<file path="config.mk">
export PLATFORM = sky130hd
export DESIGN_NAME = pcs_program_counter
export DESIGN_NICKNAME = d
export VERILOG_FILES = /design/src/pcs_pkg.sv /design/src/pcs_program_counter.sv /design/src/pcs_stack_mem.sv
export SDC_FILE = /design/constraint.sdc
export NUM_CORES = 1
export LEC_CHECK = 0
export ABC_CLOCK_PERIOD_IN_PS = 3800
export BUFFER_PORTS_ARGS = -buffer_cell sky130_fd_sc_hd__buf_4
export CORE_ASPECT_RATIO = 0.5
export CORE_UTILIZATION = 39
export CTS_CLUSTER_SIZE = 14
export DETAILED_ROUTE_END_ITERATION = 12
export GPL_ROUTABILITY_DRIVEN = 0
export PLACE_DENSITY = 0.59
export SLEW_MARGIN = 25
export SYNTH_ARGS = -nofsm -noshare
export SYNTH_HDL_FRONTEND = slang
export SYNTH_SLANG_ARGS = --single-unit
</file>
<file path="constraint.sdc">
create_clock -name mclk -period 3.8 [get_ports mclk]
set_clock_uncertainty 0.2 [all_clocks]
set_input_delay 0.19 -clock mclk [delete_from_list [all_inputs] [get_ports mclk]]
set_output_delay 0.19 -clock mclk [all_outputs]
set_load 0.005 [all_outputs]
</file>
<file path="src/pcs_pkg.sv">
// package: program counter and return stack constants and types
package pcs_pkg;
  localparam int PC_W = 13;
  localparam int LOW_W = 8;
  localparam int HIGH_W = 5;
  localparam int JUMP_W = 11;
  localparam int STACK_DEPTH = 8;
  localparam int PTR_W = 3;
  localparam logic [PC_W-1:0] PC_RESET = 13'h0000;
  localparam logic [PTR_W-1:0] PTR_RESET = 3'h0;
  localparam logic [LOW_W-1:0] LATCH_RESET = 8'h00;
  localparam logic [PC_W-1:0] VECTOR_ADDR_DEF = 13'h0004;

  // one-cycle program-flow command from the decoder
  typedef enum logic [2:0] {
    PCS_OP_STEP,
    PCS_OP_LOW_WRITE,
    PCS_OP_JUMP,
    PCS_OP_CALL,
    PCS_OP_RETURN,
    PCS_OP_VECTOR,
    PCS_OP_HOLD
  } pcs_op_t;

  // command carrier
  typedef struct packed {
    pcs_op_t op;
    logic [LOW_W-1:0] low_data;
    logic [JUMP_W-1:0] jump_addr;
  } pcs_cmd_t;
endpackage : pcs_pkg

</file>
<file path="src/pcs_program_counter.sv">
// file: program counter with upper latch and circular return stack
`timescale 1ns/10ps
module pcs_program_counter
  import pcs_pkg::*;
#(
  parameter logic [PC_W-1:0] VECTOR_ADDR = VECTOR_ADDR_DEF
) (
  input wire logic mclk,
  input wire logic nrst,
  input wire pcs_pkg::pcs_cmd_t cmd,
  input wire logic latch_wr,
  input wire logic [pcs_pkg::LOW_W-1:0] latch_wdata,
  output logic [pcs_pkg::PC_W-1:0] program_counter_ff,
  output logic [pcs_pkg::LOW_W-1:0] counter_low_byte_reg_ff,
  output logic [pcs_pkg::LOW_W-1:0] counter_upper_latch_ff
);
  import pcs_pkg::*;

  logic [PTR_W-1:0] ptr_ff;
  logic [PC_W-1:0] nxt_pc;
  logic [PTR_W-1:0] nxt_ptr;
  logic push;
  logic [PC_W-1:0] pop_data;
  logic push_byp_ff;
  logic [PC_W-1:0] push_data_ff;
  logic [PC_W-1:0] top_entry;

  // address of the entry below the pointer
  function automatic logic [PTR_W-1:0] ptr_dec(input logic [PTR_W-1:0] p);
    ptr_dec = p - 3'h1;
  endfunction : ptr_dec

  // jump or call target: two latch bits over the eleven bit operand
  function automatic logic [PC_W-1:0] jump_target(
    input logic [LOW_W-1:0] lat,
    input logic [JUMP_W-1:0] opnd
  );
    jump_target = {lat[HIGH_W-1:JUMP_W-LOW_W], opnd};
  endfunction : jump_target

  // the top entry is prefetched each cycle, so a pop reads the memory
  // one cycle before the command; a push in that same cycle is not yet
  // in the prefetch, so the pushed value is bypassed below
  pcs_stack_mem #(
    .WIDTH(PC_W),
    .DEPTH(STACK_DEPTH),
    .AW(PTR_W)
  ) u_mem (
    .mclk(mclk),
    .wr_en(push),
    .wr_addr(ptr_ff),
    .wr_data(program_counter_ff),
    .rd_addr(ptr_dec(nxt_ptr)),
    .rd_data_ff(pop_data)
  );

  // push only on call or vectoring
  // no push while reset is held, so the stack keeps its contents
  assign push = nrst && ((cmd.op == PCS_OP_CALL) ||
    (cmd.op == PCS_OP_VECTOR));

  // newest entry; the bypass covers a pop right after a push
  assign top_entry = push_byp_ff ? push_data_ff : pop_data;

  // next program counter
  always_comb begin
    nxt_pc = program_counter_ff;
    nxt_ptr = ptr_ff;
    unique case (cmd.op)
      PCS_OP_STEP: begin
        nxt_pc = program_counter_ff + 13'h0001;
      end
      PCS_OP_LOW_WRITE: begin
        nxt_pc = {counter_upper_latch_ff[HIGH_W-1:0], cmd.low_data};
      end
      PCS_OP_JUMP: begin
        nxt_pc = jump_target(counter_upper_latch_ff,
          cmd.jump_addr);
      end
      PCS_OP_CALL: begin
        nxt_pc = jump_target(counter_upper_latch_ff,
          cmd.jump_addr);
        nxt_ptr = ptr_ff + 3'h1;
      end
      PCS_OP_RETURN: begin
        nxt_pc = top_entry;
        nxt_ptr = ptr_dec(ptr_ff);
      end
      PCS_OP_VECTOR: begin
        nxt_pc = VECTOR_ADDR;
        nxt_ptr = ptr_ff + 3'h1;
      end
      PCS_OP_HOLD: begin
        nxt_pc = program_counter_ff;
      end
      default: begin
        nxt_pc = program_counter_ff;
      end
    endcase
  end

  // program counter and low byte view
  always_ff @(posedge mclk) begin
    if (!nrst) begin
      program_counter_ff <= PC_RESET;
      counter_low_byte_reg_ff <= PC_RESET[LOW_W-1:0];
    end else begin
      program_counter_ff <= nxt_pc;
      counter_low_byte_reg_ff <= nxt_pc[LOW_W-1:0];
    end
  end

  // stack pointer, hidden from software
  always_ff @(posedge mclk) begin
    if (!nrst) begin
      ptr_ff <= PTR_RESET;
    end else begin
      ptr_ff <= nxt_ptr;
    end
  end

  // upper latch, only written by its own strobe
  always_ff @(posedge mclk) begin
    if (!nrst) begin
      counter_upper_latch_ff <= LATCH_RESET;
    end else if (latch_wr) begin
      counter_upper_latch_ff <= latch_wdata;
    end
  end

  // remembers a push so that a pop on the next cycle sees it
  always_ff @(posedge mclk) begin
    if (!nrst) begin
      push_byp_ff <= 1'b0;
    end else begin
      push_byp_ff <= push;
    end
  end

  // copy of the counter from the previous cycle, the pushed value when push_byp_ff is set
  always_ff @(posedge mclk) begin
    push_data_ff <= program_counter_ff;
  end

  // assertions
  reset_clear_a: assert property (@(posedge mclk)
    !nrst |=> program_counter_ff == PC_RESET)
    else $error("counter not cleared by reset");

  ptr_reset_a: assert property (@(posedge mclk)
    !nrst |=> ptr_ff == PTR_RESET)
    else $error("pointer not cleared by reset");

  low_write_a: assert property (@(posedge mclk)
    disable iff (!nrst)
    cmd.op == PCS_OP_LOW_WRITE |=> program_counter_ff ==
      {$past(counter_upper_latch_ff[HIGH_W-1:0]), $past(cmd.low_data)})
    else $error("low byte write loaded wrong value");

  low_high_a: assert property (@(posedge mclk)
    disable iff (!nrst)
    cmd.op == PCS_OP_LOW_WRITE |=> program_counter_ff[PC_W-1:LOW_W] ==
      $past(counter_upper_latch_ff[HIGH_W-1:0]))
    else $error("low byte write carried into high bits");

  jump_load_a: assert property (@(posedge mclk)
    disable iff (!nrst)
    cmd.op == PCS_OP_JUMP |=> program_counter_ff ==
      {$past(counter_upper_latch_ff[HIGH_W-1:JUMP_W-LOW_W]),
      $past(cmd.jump_addr)})
    else $error("jump loaded wrong value");

  call_load_a: assert property (@(posedge mclk)
    disable iff (!nrst)
    cmd.op == PCS_OP_CALL |=>
      program_counter_ff[JUMP_W-1:0] == $past(cmd.jump_addr))
    else $error("call took wrong operand bits");

  vector_load_a: assert property (@(posedge mclk)
    disable iff (!nrst)
    cmd.op == PCS_OP_VECTOR |=> program_counter_ff == VECTOR_ADDR)
    else $error("vectoring went to wrong address");

  step_inc_a: assert property (@(posedge mclk)
    disable iff (!nrst)
    cmd.op == PCS_OP_STEP |=>
      program_counter_ff == $past(program_counter_ff) + 13'h0001)
    else $error("step did not advance counter");

  hold_keep_a: assert property (@(posedge mclk)
    disable iff (!nrst)
    cmd.op == PCS_OP_HOLD |=> $stable(program_counter_ff))
    else $error("hold changed the counter");

  call_ret_a: assert property (@(posedge mclk)
    disable iff (!nrst)
    cmd.op == PCS_OP_CALL ##1 cmd.op == PCS_OP_RETURN |=>
      program_counter_ff == $past(program_counter_ff, 2))
    else $error("return after call lost the pushed value");

  low_view_a: assert property (@(posedge mclk)
    disable iff (!nrst)
    1 |-> counter_low_byte_reg_ff == program_counter_ff[LOW_W-1:0])
    else $error("low byte view mismatch");

  latch_keep_a: assert property (@(posedge mclk)
    disable iff (!nrst)
    !latch_wr |=> $stable(counter_upper_latch_ff))
    else $error("latch changed without a write");

  push_ptr_a: assert property (@(posedge mclk)
    disable iff (!nrst)
    push |=> ptr_ff == $past(ptr_ff) + 3'h1)
    else $error("push did not advance pointer");

  ptr_move_a: assert property (@(posedge mclk)
    disable iff (!nrst)
    !push && cmd.op != PCS_OP_RETURN |=> $stable(ptr_ff))
    else $error("pointer moved without call or return");

  pop_ptr_a: assert property (@(posedge mclk)
    disable iff (!nrst)
    cmd.op == PCS_OP_RETURN |=> ptr_ff == $past(ptr_ff) - 3'h1)
    else $error("pop did not retreat pointer");
endmodule : pcs_program_counter

</file>
<file path="src/pcs_stack_mem.sv">
// file: return address storage with registered read data
`timescale 1ns/10ps
module pcs_stack_mem #(
  parameter int WIDTH = 13,
  parameter int DEPTH = 8,
  parameter int AW = 3
) (
  input wire logic mclk,
  input wire logic wr_en,
  input wire logic [AW-1:0] wr_addr,
  input wire logic [WIDTH-1:0] wr_data,
  input wire logic [AW-1:0] rd_addr,
  output logic [WIDTH-1:0] rd_data_ff
);
  logic [WIDTH-1:0] mem_ff [DEPTH];

  // write port
  always_ff @(posedge mclk) begin
    if (wr_en) begin
      mem_ff[wr_addr] <= wr_data;
    end
  end

  // registered read port
  always_ff @(posedge mclk) begin
    rd_data_ff <= mem_ff[rd_addr];
  end
endmodule : pcs_stack_mem

</file>
Word level (Yosys, flattened, before mapping). Memories as Yosys holds them, arrays and structs flattened. A register that Yosys moved wholly into a read port is not among the register bits. Cells that the tools add are included.

Register bits: 38. Bits in writable memories: 104. Input bits: 33. Output and inout bits: 29. Word-level logic and storage cells: 27. Memories kept: 1.

Add/sub/neg operators: 4. Equal/unequal tests: 5. Muxes and demuxes: 5. Reductions and logical operators: 6.

Memory list: u_mem.mem_ff (words 8, width 13, read ports 1, clocked after memory_dff 1, wr ports 1, line pcs_stack_mem.sv:15) `logic [WIDTH-1:0] mem_ff [DEPTH];`.

Operators by type and width (number): case mux 13 bit (5 select lines) (1); adder 13 x 1 -> 13 bit, second input constant (1); two-way mux 13 bit (1); == test 3 x 2 -> 1 bit, second input constant (2); == test 3 bit, second input constant (2); case mux 3 bit (2 select lines) (1); subtractor 3 x 1 -> 3 bit, second input constant (2); nonzero test 5 bit (1); OR reduction 2 bit (2); adder 3 x 1 -> 3 bit, second input constant (1); == test 3 x 1 -> 1 bit, second input constant (1); zero test 3 bit (1); two-way mux 1 bit (2); logical AND 1 bit (1); logical OR 1 bit (1).

Depth between registers and ports, before layout. Gate-level depths: netlist of the first run.

Word-level depth: 5. Depth in mapped cells: 10. Depth with buffers taken out: 8.

Hierarchy. From an unflattened synthesis of the first run, not the netlist that was laid out.

Cell total of the unflattened synthesis: 407. Area total of the unflattened synthesis: 6378.6 um2.

By module, submodules not included: pcs_stack_mem (instances 1, cells an instance 176, area each 4315.4 um2, seq. area each 3383.2 um2); pcs_program_counter (instances 1, cells an instance 231, area each 2063.2 um2, seq. area each 760.7 um2).

Least setup slack after synthesis of the first run. OpenSTA, ideal clock, no wires.

Path type: input port to flip-flop. From: input port cmd[21] (netlist bit). To: register u_mem.rd_data_ff[10] (read register of u_mem.mem_ff). Setup time: 0.121 ns. Arrival: 2.758 ns. Required time: 3.479 ns. Slack: 0.721 ns. Cell stages on the path: 10. Buffers on the path: 3. Cells stage by stage: buf_6 -> xor2_1 -> and2_1 -> fa_1 -> mux2_2 -> ha_1 -> buf_1 -> clkbuf_1 -> mux4_2 -> mux2_2.

Word-level cells in the longest chain between the ends: 4. Elaborated cells between the ends (all ways): 6. Those cells by class: add/sub: 1; eq/ne: 3; mux: 1; reduce/logical: 1.

Ends and longest elaborated chain: from (decl) (line pcs_program_counter.sv:10) `input wire pcs_pkg::pcs_cmd_t cmd,`; == test 3 x 2 -> 1 bit / == test 3 bit (equally long branches) (line pcs_program_counter.sv:69) `unique case (cmd.op)`; OR reduction 2 bit (no source line); case mux 3 bit (2 select lines) (*) (line pcs_program_counter.sv:69); subtractor 3 x 1 -> 3 bit (*) (line pcs_program_counter.sv:30) `ptr_dec = p - 3'h1;`; to (decl) (line pcs_stack_mem.sv:13) `output logic [WIDTH-1:0] rd_data_ff`.

Mark *: on every way between the ends. The rest lies on a longest branch, timed or not. A chain may end at the register's enable or synchronous reset.

Worst setup path after layout of the first run.
From: input port cmd[19] (netlist bit). To: register u_mem.rd_data_ff[11] (read register of u_mem.mem_ff).

The elaborated chain is that of the path after synthesis.

==> results by group, run 1 <==
Outcome
  • Status: finished, final reports clean

CTS
  • CTS resizes: 0
  • Worst-path clk slew: 0.06 ns
  • Max Buffers Root-to-Sink: 2
  • CTS H-tree lvls: 4
  • CTS tree: done
  • Num CTS Buffers: 17
  • Clock Tree Root: clkbuf_16
  • Clk_lat worst skew: 0.41 ns
  • Clock sink count: 155

Die
  • IO Pins: 62
  • Die Y: 91.2 µm
  • Die footprint: 16500 µm²
  • Core Area: 15500 µm²
  • Initial Util: 0.401
  • Die Width: 180 µm
  • # rows: 32

Drt
  • Routed WL: 13600 µm
  • DR pass1 iterations: 4
  • DRC viols: 0
  • 1st-iter DRT viols: 247
  • Avg WL per Cell: 19.4 µm
  • DR vias/cell: 5.22
  • Vias: 3678
  • Final antenna-violating net count: 0

Critical path
  • Worst reg2reg path startpoint: ptr_ff[0]
  • Critical-path top delay cell: dlygate4sd3_1
  • CP delay by family, top: buffers and inverters
  • RR Endpoint: u_mem.rd_data_ff[11]
  • CP required: 3.90 ns
  • Crit end category: register
  • Crit start category: input pin
  • Critical Path AT: 3.06 ns
  • Critical Path, Cell by Cell: dlygate4sd3_1 > buf_4 > and2_1 > fa_1 > mux2_2 > ha_1 > buf_4 > mux4_2 > mux2_2
  • CP Max Fanout: 26
  • Slowest cell delay on critical path: 0.55 ns
  • Crit Path Category: in -> reg
  • Reg2Reg Depth: 7
  • Worst reg-to-reg setup slack: 0.88 ns
  • Worst path bufs/invs: 3

Worst hold path
  • Tightest Hold Check Type: in -> reg
  • Hold_sp: cmd[8]
  • Hold Path Sink: program_counter_ff[8]
  • Hold path cells: 4

Placed design
  • DP HPWL: 8630 µm
  • Post-Place Worst Slack: 0.647 ns
  • I/O Buffers: 61

Layout
  • Share of layout cells above drive strength 1: 0.297
  • Area grow syn2layout: 24.4%
  • Reg area: 4140 µm²
  • Filler cells: 1279
  • Nets@finish: 524
  • Diodes inserted: 0
  • Multi-input gate area: 1870 µm²

Synth
  • Post-synthesis cell type count: 51
  • Synth area leaders: edfxtp_1 50%, dfxtp_1 16%, mux4_2 6.9%
  • Largest area contributor in the netlist: edfxtp_1
  • Synth cell count leaders: 104 x edfxtp_1, 51 x dfxtp_1, 25 x nor2_1
  • Syn_area_per_cell: 15.6 µm²
  • Top cell type's share of synthesized area: 0.503
  • Synth Cell Area: 6210 µm²
  • Syn Inst Count: 398
  • #FFs+latches synth: 155
  • Most common cell in the synthesized netlist: edfxtp_1
  • Post-synth top flop: edfxtp_1
  • Syn Nets: 434
  • Asr flop ratio synth: 0
  • Yosys warnings: 0
  • EDFF count, synth: 104
  • Sequential area share after synthesis: 0.667

GRT
  • Met2 Usage GRT: 0.265
  • GRT overflow: 0
  • GR Util met1: 0.255
  • M3 GR Usage: 0.0453
  • All-Layer GR Usage: 0.176
  • Vias in the first global route: 3597
  • Layer with the highest usage: met2
  • Pin count of the biggest net entering global routing: 28
  • Antenna violations before repair: 0
  • First-pass GRT wire length: 20900 µm

Power
  • Leakage: 2.81 nW
  • Worst vdd ir: 0.383 mV
  • Cell Pwr Density: 587 nW/µm²

STA
  • RSZ-0062 raised after global routing: false
  • Worst rel slew slack: 0.438
  • Post-layout min period: 2.96 ns
  • Final worst path period share: 0.778
  • Worst slew pin tran: 0.841 ns
  • PnR worst setup slack: 0.842 ns
  • FMAX: 338 MHz
  • Final Hold Vio Count: 0
  • TNS Setup: 0 ns
  • Final slew viol count: 0
  • Setup violations, final: 0

Flow run
  • Max-cap violation count: 0
[area by class of cell]
cell class,count,share of cell area
Clock buffer,17,0.0551
Timing Repair Buffer,98,0.104
Tap cell,204,0.0330
Clock inverter,15,0.0240
Multi-Input combinational cell,204,0.242
Inverter,12,0.00583
Sequential cell,155,0.536
[power breakdown]
group          internal [mW]  leakage (nW)  total, mW  switching (mW)
Combinational          0.395          1.15      0.689           0.294
Sequential              1.95          1.38       2.11           0.162
Clock                   1.04         0.289       1.73           0.689
Total                   3.39          2.81       4.53            1.14
[worst register-to-register path, stage by stage, from the launching register on]
cell     delay, ns
dfxtp_1       0.46
inv_1         0.12
fa_1          0.48
mux2_2        0.29
ha_1          0.28
buf_4         0.34
mux4_2        0.38
mux2_2        0.27
[sequential cells by signal, summed over array words and instances (netlist names)]
signal / cells
u_mem.mem_ff: 104
push_data_ff: 13
u_mem.rd_data_ff: 13
counter_low_byte_reg_ff: 8
counter_upper_latch_ff: 8
program_counter_ff: 5
ptr_ff: 3
push_byp_ff: 1
[metal layers]
layer,share of wire,vias up
li1,-,1711
met1,0.47,1842
met2,0.44,121
met3,0.083,4
met4,0.0045,0
met5,0,-
[repair_timing]
item,CTS,global route
buffers inserted,0,0
hold buffers,26,0
endpoints found under the hold margin,18,0
[per-stage QoR]
step            util  instance area [µm²]  hold slack (ns)  power, mW  cells
2_1_floorplan      -                 6210            0.112       2.56    398
3_3_place_gp   0.442                 6860            0.221       2.81    647
3_5_place_dp   0.442                 6860            0.231       2.81    647
4_1_cts        0.499                 7730          0.00408       4.58    705
5_1_grt        0.499                 7730           0.0367       4.71    705
6_report       0.499                 7730           0.0348       4.53    705
[placed cells by master (no fill, tap or decap), types with 3 or more instances in the layout]
cell and n:
a211oi_1 4, a21oi_1 15, a31oi_1 5, buf_4 72, bufinv_16 3, clkbuf_16 17, clkinvlp_4 4, dfxtp_1 51
dlygate4sd3_1 26, edfxtp_1 104, inv_1 12, inv_6 4, mux2_2 15, mux2i_1 21, mux4_1 7, mux4_2 19
nand2_1 15, nand3_1 3, nor2_1 25, nor3_1 5, nor4_1 3, o21a_1 3, o21ai_0 18, o221ai_1 3
or2_2 3, xor2_1 5
[worst max-delay path by stage]
stage | end | cells after the start | slack [ns] | startpoint
floorplan | u_mem.rd_data_ff[10] | 10 | 0.72 | cmd[21]
global placement | u_mem.rd_data_ff[10] | 9 | 0.70 | cmd[21]
detailed placement | u_mem.rd_data_ff[12] | 9 | 0.65 | cmd[21]
CTS | u_mem.rd_data_ff[12] | 9 | 0.84 | cmd[19]
global route | u_mem.rd_data_ff[9] | 9 | 0.78 | cmd[19]
finish | u_mem.rd_data_ff[11] | 9 | 0.84 | cmd[19]
[cells by family (layout without fill, tap and decap cells)]
logic type               Yosys count  count (layout)  synth area share
flip-flops                       155             155             0.667
adder cells (fa/ha/maj)            3               3           0.00725
buffers and inverters             39             142            0.0330
multiplexers                      63              63             0.162
AO/OA/AOI/OAI                     60              60            0.0611
AND/OR/NAND/NOR                   70              70            0.0550
XOR/XNOR                           8               8            0.0143
Power figures use the tool's default switching activity.
==> run 2: changes to the inputs <==
--- a/config.mk
+++ b/config.mk
@@ -5,14 +5,15 @@
 export SDC_FILE = /design/constraint.sdc
 export NUM_CORES = 1
 export LEC_CHECK = 0
-export ABC_CLOCK_PERIOD_IN_PS = 3800
+export ABC_AREA = 1
+export ABC_CLOCK_PERIOD_IN_PS = 2400
 export BUFFER_PORTS_ARGS = -buffer_cell sky130_fd_sc_hd__buf_4
 export CORE_ASPECT_RATIO = 0.5
 export CORE_UTILIZATION = 39
 export CTS_CLUSTER_SIZE = 14
 export DETAILED_ROUTE_END_ITERATION = 12
 export GPL_ROUTABILITY_DRIVEN = 0
-export PLACE_DENSITY = 0.59
+export PLACE_DENSITY = 0.6
 export SLEW_MARGIN = 25
 export SYNTH_ARGS = -nofsm -noshare
 export SYNTH_HDL_FRONTEND = slang
==> constraint.sdc (replaced) <==
create_clock -name mclk -period 2.4 [get_ports mclk]
set_clock_uncertainty 0.2 [all_clocks]
set_input_delay 0.12 -clock mclk [delete_from_list [all_inputs] [get_ports mclk]]
set_output_delay 0.12 -clock mclk [all_outputs]
set_load 0.005 [all_outputs]
==> run 2 against run 1 <==
Compared with the run above:
- area after synthesis increased by 13%
- non-clock buffer count increased by 51
- worst setup slack got worse by 0.68 ns
- sequential cell count unchanged
- critical path depth increased by 2
- core utilization increased by 1.3 points
- combinational power increased by 84%
- clock power increased by 60%
==> results by group, run 2 <==
Drt
  • Vias: 5677 (+54%)
  • 1st-iter DRT viols: 313 (+27%)
  • Final antenna-violating net count: 0 (unchanged)
  • Routed WL: 18500 µm (+35%)
  • DRC viols: 0 (unchanged)
  • Avg WL per Cell: 15.9 µm (-18%)
  • DR pass1 iterations: 5 (+1)
  • DR vias/cell: 4.88 (-6.4%)

Placed design
  • DP HPWL: 11700 µm (+35%)
  • I/O Buffers: 61 (unchanged)

Layout
  • Max FFs per register: 104 (unchanged)
  • Most frequent cells in the layout: 206 x nand2_1, 126 x inv_1, 123 x nand3_1
  • Most common cell after layout, fill and taps aside: nand2_1
  • Filler cells: 1583 (+24%)
  • Biggest regs: u_mem.mem_ff x104, push_data_ff x13, u_mem.rd_data_ff x13
  • Area grow syn2layout: 27.9%
  • Nets@finish: 952 (+82%)
  • Diodes inserted: 0 (unchanged)
  • Share of layout cells above drive strength 1: 0.169 (-0.128)
  • Most flops, register: u_mem.mem_ff

Critical path
  • Crit start category: register
  • Critical path startpoint: ptr_ff[1]
  • Crit Path Category: reg -> reg
  • CP Max Fanout: 26 (unchanged)
  • Worst reg-to-reg setup slack: 0.16 ns (-0.72 ns)
  • Reg2Reg Depth: 11 (+4)
  • Crit end category: register
  • Crit path capture: u_mem.rd_data_ff[6]
  • RR Endpoint: u_mem.rd_data_ff[6]
  • Worst reg2reg path startpoint: ptr_ff[1]
  • CP required: 2.50 ns (-1.40 ns)
  • Critical Path AT: 2.34 ns (-0.72 ns)

GRT
  • Antenna violations before repair: 0 (unchanged)
  • GRT overflow: 0 (unchanged)
  • Vias in the first global route: 5457 (+52%)
  • All-Layer GR Usage: 0.209 (+0.0324)
  • First-pass GRT wire length: 29100 µm (+40%)
  • Pin count of the biggest net entering global routing: 28 (unchanged)

Synth
  • Largest area contributor in the netlist: edfxtp_1
  • Top cell type's share of synthesized area: 0.446 (-0.0567)
  • Sequential area share after synthesis: 0.592 (-0.0753)
  • Syn Nets: 820 (+89%)
  • Synth area leaders: edfxtp_1 45%, dfxtp_1 15%, nand2_1 11%
  • Synth Cell Area: 7000 µm² (+13%)
  • Post-synthesis cell type count: 33 (-35%)
  • Most common cell in the synthesized netlist: nand2_1
  • EDFF count, synth: 104 (unchanged)
  • Post-synth top flop: edfxtp_1
  • Asr flop ratio synth: 0 (unchanged)
  • Yosys warnings: 0 (unchanged)
  • Syn_area_per_cell: 8.93 µm² (-43%)
  • #FFs+latches synth: 155 (unchanged)
  • Syn Inst Count: 784 (+97%)
  • Synth cell count leaders: 206 x nand2_1, 127 x inv_1, 123 x nand3_1

Flow run
  • Max-cap violation count: 0 (unchanged)

STA
  • TNS Setup: 0 ns (unchanged)
  • FMAX: 446 MHz
  • Worst rel slew slack: 0.655 (+0.216)
  • Final worst path period share: 0.933
  • Worst slew pin tran: 0.517 ns (-0.323 ns)
  • Final Hold Vio Count: 0 (unchanged)
  • Setup violations, final: 0 (unchanged)
  • Final slew viol count: 0 (unchanged)
  • Minimum hold slack: 0.0522 ns (+0.0174 ns)
  • Post-layout min period: 2.24 ns
  • RSZ-0062 raised after global routing: false

Worst hold path
  • Tightest Hold Check Type: in -> reg
  • Hold_sp: cmd[19]

Die
  • Die Width: 191 µm (+6.1%)
  • # rows: 34 (+6.3%)
  • Die Y: 96.7 µm (+6.0%)
  • Core Area: 17500 µm² (+13%)
  • Die footprint: 18500 µm² (+13%)
  • IO Pins: 62 (unchanged)
  • Initial Util: 0.400 (-0.000444)

CTS
  • Clk_lat worst skew: 0.41 ns (about the same)
  • Worst-path clk slew: 0.06 ns (about the same)
  • CTS tree: done
  • Clock Tree Root: clkbuf_16
  • Post-CTS Setup Bufs: 0 (unchanged)
  • Max Buffers Root-to-Sink: 2 (unchanged)
  • Num CTS Buffers: 17 (unchanged)
  • CTS H-tree lvls: 4 (unchanged)
  • Clock sink count: 155 (unchanged)

Outcome
  • Status: finished, final reports clean

Power
  • Worst vdd ir: 0.535 mV (+40%)
  • Cell Pwr Density: 814 nW/µm² (+39%)
  • Leakage: 4.16 nW (+48%)
run 2: cell count changes after synthesis, moves of 15 or more:
cell / change
mux2i_1: -21
inv_1: +115
nor2_1: +18
nand3_1: +120
nand2_1: +191
mux2_2: -15
mux4_2: -19
run 2: power breakdown:
| part | total (mW) | switching (mW) | internal [mW] |
|---|---|---|---|
| sequential | 3.24 | 0.175 | 3.07 |
| clock | 2.77 | 1.11 | 1.66 |
| combinational | 1.27 | 0.768 | 0.502 |
run 2: worst min path at each step:
stage,cells past startpoint,to
after floorplan,2,counter_upper_latch_ff[0]
after global placement,3,counter_upper_latch_ff[7]
after detailed placement,3,counter_upper_latch_ff[1]
after CTS,5,ptr_ff[2]
after global routing,5,ptr_ff[2]
final,5,ptr_ff[2]
run 2: area by class of cell:
class	instances	area, µm²	share of cell area
clock buffer	17	425	0.0475
clock inverter	15	186	0.0208
inverter	132	497	0.0555
multi-input combinational	461	2150	0.240
sequential	155	4150	0.463
tap	234	293	0.0327
timing repair buffer	149	1250	0.140
run 2: what timing repair did:
| item | CTS | global route |
|---|---|---|
| hold buffers | 47 | 0 |
| hold endpoints to repair | 25 | 0 |
| setup endpoints to repair | 0 | 13 |
| resized for setup | 0 | 4 |
run 2: metrics by stage:
step                total power, mW   util  std cells  setup WS (ns)  area, µm²
finish                         7.28  0.512       1163          0.160       8950
global route                   7.58  0.512       1163         0.0267       8950
CTS                            7.29  0.512       1163         0.0691       8940
detailed placement             4.47  0.450       1084         0.0525       7860
global placement               4.45  0.450       1084          0.113       7860
floorplan                      3.96      -        784         0.0332       7010
run 2: cells by family (layout without fill, tap and decap cells):
group,Yosys count,count (layout),share of synthesized area
AOI/OAI and AO/OA,58,58,0.0438
adders and majority gates,3,3,0.00644
buffers and inverters,168,313,0.101
DFF,155,155,0.592
xor gates and xnor gates,4,4,0.00501
and+or+nand+nor,396,396,0.252
run 2: worst max-delay path, stage by stage, from the launching register on:
cell and delay, ns:
dfxtp_2 0.36, inv_2 0.06, fa_1 0.44, nand2_1 0.07
o21ai_1 0.08, ha_1 0.37, clkinv_2 0.09, buf_12 0.16
nand3_1 0.11, nand2_1 0.05, nand2_1 0.06, nand2_1 0.06
run 2: layer usage:
metal,track usage,share of wire,vias up
met3,0.0519,0.077,15
met5,0,0,-
met2,0.325,0.45,188
li1,-,-,2781
met4,0.0568,0.010,0
met1,0.289,0.46,2693
==> run 3: changes to the inputs <==
--- a/config.mk
+++ b/config.mk
@@ -5,7 +5,7 @@
 export SDC_FILE = /design/constraint.sdc
 export NUM_CORES = 1
 export LEC_CHECK = 0
-export ABC_AREA = 1
+export ABC_AREA = 0
 export ABC_CLOCK_PERIOD_IN_PS = 2400
 export BUFFER_PORTS_ARGS = -buffer_cell sky130_fd_sc_hd__buf_4
 export CORE_ASPECT_RATIO = 0.5
@@ -13,7 +13,8 @@
 export CTS_CLUSTER_SIZE = 14
 export DETAILED_ROUTE_END_ITERATION = 12
 export GPL_ROUTABILITY_DRIVEN = 0
-export PLACE_DENSITY = 0.6
+export PLACE_DENSITY = 0.61
+export RECOVER_POWER = 25
 export SLEW_MARGIN = 25
 export SYNTH_ARGS = -nofsm -noshare
 export SYNTH_HDL_FRONTEND = slang
==> run 3 against run 2 <==
Compared with the run above:
- the flow now finishes with violations (DRC, setup timing)
- count of clock-buffer cells in the layout is the same
- combinational power grew 20%
- via count shrank 32%
- die area decreased by 11%
- sequential share of layout area up 4.3 points
- core utilization increased by 1.7 points
- register-to-register slack worse by 0.23 ns
==> results by group, run 3 (same netlist as run 1, synthesis figures left out) <==
Critical path
  • Crit start category: register
  • Crit end category: register
  • Crit Path Category: reg -> reg
  • Critical Path AT: 2.58 ns (+0.24 ns)
  • Worst reg2reg path startpoint: ptr_ff[1]
  • CP required: 2.50 ns (about the same)
  • CP Max Fanout: 14 (-46%)
  • Critical path startpoint: ptr_ff[1]
  • Worst reg-to-reg setup slack: -0.07 ns (-0.23 ns)

Drt
  • Avg WL per Cell: 20.1 µm (+26%)
  • Met2 routed WL: 6650 µm (-21%)
  • Wire length on met3: 825 µm (-42%)
  • DRC viols: 2 (+2)
  • M1 WL: 7210 µm (-15%)
  • DR pass1 iterations: 10 (+5)
  • Routed WL: 15000 µm (-19%)
  • 1st-iter DRT viols: 264 (-16%)
  • Final antenna-violating net count: 0 (unchanged)
  • DR vias/cell: 5.18 (+6.2%)
  • Max Used Layer: met4
  • Vias: 3867 (-32%)

Power
  • NetSw: 1.91 mW (-7.0%)
  • Sw frac: 0.255 (-0.0278)
  • Clock power share: 0.361 (-0.020)
  • Pint: 5.60 mW (+7.2%)
  • Cell Pwr Density: 918 nW/µm² (+13%)
  • Seq pwr share: 0.436 (-0.009)
  • Worst vdd ir: 0.440 mV (-18%)
  • Leakage: 3.05 nW (-27%)
  • Logic pwr share: 0.203 (+0.029)
  • Power Total: 7.52 mW (+3.2%)

Layout
  • Most common cell after layout, fill and taps aside: edfxtp_1
  • Most flops, register: u_mem.mem_ff
  • Share of layout cells above drive strength 1: 0.339 (+0.170)
  • Biggest regs: u_mem.mem_ff x104, push_data_ff x13, u_mem.rd_data_ff x13
  • Area grow syn2layout: 31.9%
  • Diodes inserted: 0 (unchanged)
  • Max FFs per register: 104 (unchanged)
  • Nets@finish: 565 (-41%)
  • Most frequent cells in the layout: 104 x edfxtp_1, 90 x buf_4, 48 x dfxtp_1

STA
  • FMAX: 405 MHz (-9.4%)
  • Setup violations, final: 13 (+13)
  • PnR worst setup slack: -0.0721 ns (-0.232 ns)
  • TNS Setup: -0.638 ns (-0.638 ns)
  • Worst rel slew slack: 0.497 (-0.158)
  • RSZ-0062 raised after global routing: true
  • Final slew viol count: 0 (unchanged)
  • Final Hold Vio Count: 0 (unchanged)
  • Post-layout min period: 2.47 ns (+0.232 ns)
  • Final worst path period share: 1.03 (+0.0968)
  • Worst slew pin tran: 0.755 ns (+0.237 ns)

GRT
  • Vias in the first global route: 3964 (-27%)
  • All-Layer GR Usage: 0.194 (-0.0146)
  • Antenna violations before repair: 1 (+1)
  • Pin count of the biggest net entering global routing: 27 (-3.6%)
  • First-pass GRT wire length: 23000 µm (-21%)
  • GRT overflow: 0 (unchanged)

CTS
  • Num CTS Buffers: 17 (unchanged)
  • Clk_lat worst skew: 0.42 ns (about the same)
  • Worst-path clk slew: 0.06 ns (about the same)
  • CTS tree: done
  • Clock Tree Root: clkbuf_16
  • Max Buffers Root-to-Sink: 2 (unchanged)
  • Clock sink count: 155 (unchanged)
  • CTS H-tree lvls: 4 (unchanged)

Worst hold path
  • Tightest Hold Check Type: in -> reg
  • Hold_sp: cmd[13]

Outcome
  • Status: complete, but fails checks
  • Failing checks: DRC, setup timing

Die
  • Die footprint: 16500 µm² (-11%)
  • IO Pins: 62 (unchanged)
  • Initial Util: 0.401 (+0.000444)
  • # rows: 32 (-5.9%)
  • Core Area: 15500 µm² (-11%)
  • Die Y: 91.2 µm (-5.7%)
  • Die Width: 180 µm (-5.7%)

Flow run
  • Max-cap violation count: 0 (unchanged)

Placed design
  • DP HPWL: 9270 µm (-21%)
  • I/O Buffers: 61 (unchanged)
[run 3: worst max-delay path, stage by stage, from the launching register on]
cell	delay, ns
dfxtp_2	0.34
inv_2	0.05
fa_2	0.45
mux2_4	0.29
ha_4	0.30
buf_12	0.15
mux4_2	0.30
mux2_2	0.27
[run 3: power by group through the flow]
| stage | registers (mW) | clock network (mW) | logic (mW) |
|---|---|---|---|
| 5_1_grt | 3.28 | 2.86 | 1.64 |
| 4_1_cts | 3.26 | 2.75 | 1.58 |
| 6_report | 3.27 | 2.71 | 1.53 |
| 3_3_place_gp | 3.32 | 0 | 1.37 |
| 3_5_place_dp | 3.30 | 0 | 1.40 |
| 2_1_floorplan | 3.24 | 0 | 0.908 |
[run 3: area by class of cell]
| type | instances | area, µm² |
|---|---|---|
| fillers | 1236 | 7310 |
| flip-flops and latches | 155 | 4150 |
| multi-input cells | 204 | 1960 |
| repair buffers | 139 | 1180 |
| clock buffers | 17 | 425 |
| well taps | 204 | 255 |
| clock inverters | 15 | 174 |
| inverters | 12 | 45.0 |
[run 3: what timing repair did]
| action | 4_1_cts | 5_1_grt |
|---|---|---|
| setup endpoints to repair | 13 | 14 |
| pin swaps | 0 | 4 |
| endpoints found under the hold margin | 22 | 0 |
| cloned | 1 | 0 |
| hold buffers | 33 | 0 |
| setup buffers | 2 | 1 |
| resized for setup | 7 | 9 |
[run 3: metrics by stage]
step / cells / area [µm²] / worst slack, ns / utilization / hold WS (ns)
5_1_grt: 746 / 8190 / -0.127 / 0.528 / 0.105
3_5_place_dp: 678 / 7200 / -0.228 / 0.465 / 0.165
6_report: 746 / 8190 / -0.0721 / 0.528 / 0.0537
4_1_cts: 746 / 8200 / -0.0716 / 0.529 / 0.00924
2_1_floorplan: 398 / 6290 / -0.190 / - / 0.0417
3_3_place_gp: 678 / 7200 / -0.207 / 0.465 / 0.152
[run 3: worst paths after layout]
check	cells after the start	to
hold reg to reg	1	program_counter_ff[8]
hold / removal	5	counter_low_byte_reg_ff[2]
setup reg to reg	7	u_mem.rd_data_ff[10]
setup / recovery	7	u_mem.rd_data_ff[10]
[run 3: layer usage]
metal	GRT usage	vias to the layer above
met2	0.284	128
met1	0.285	1927
li1	-	1787
met3	0.0353	25
met4	0.0783	0
met5	0	-
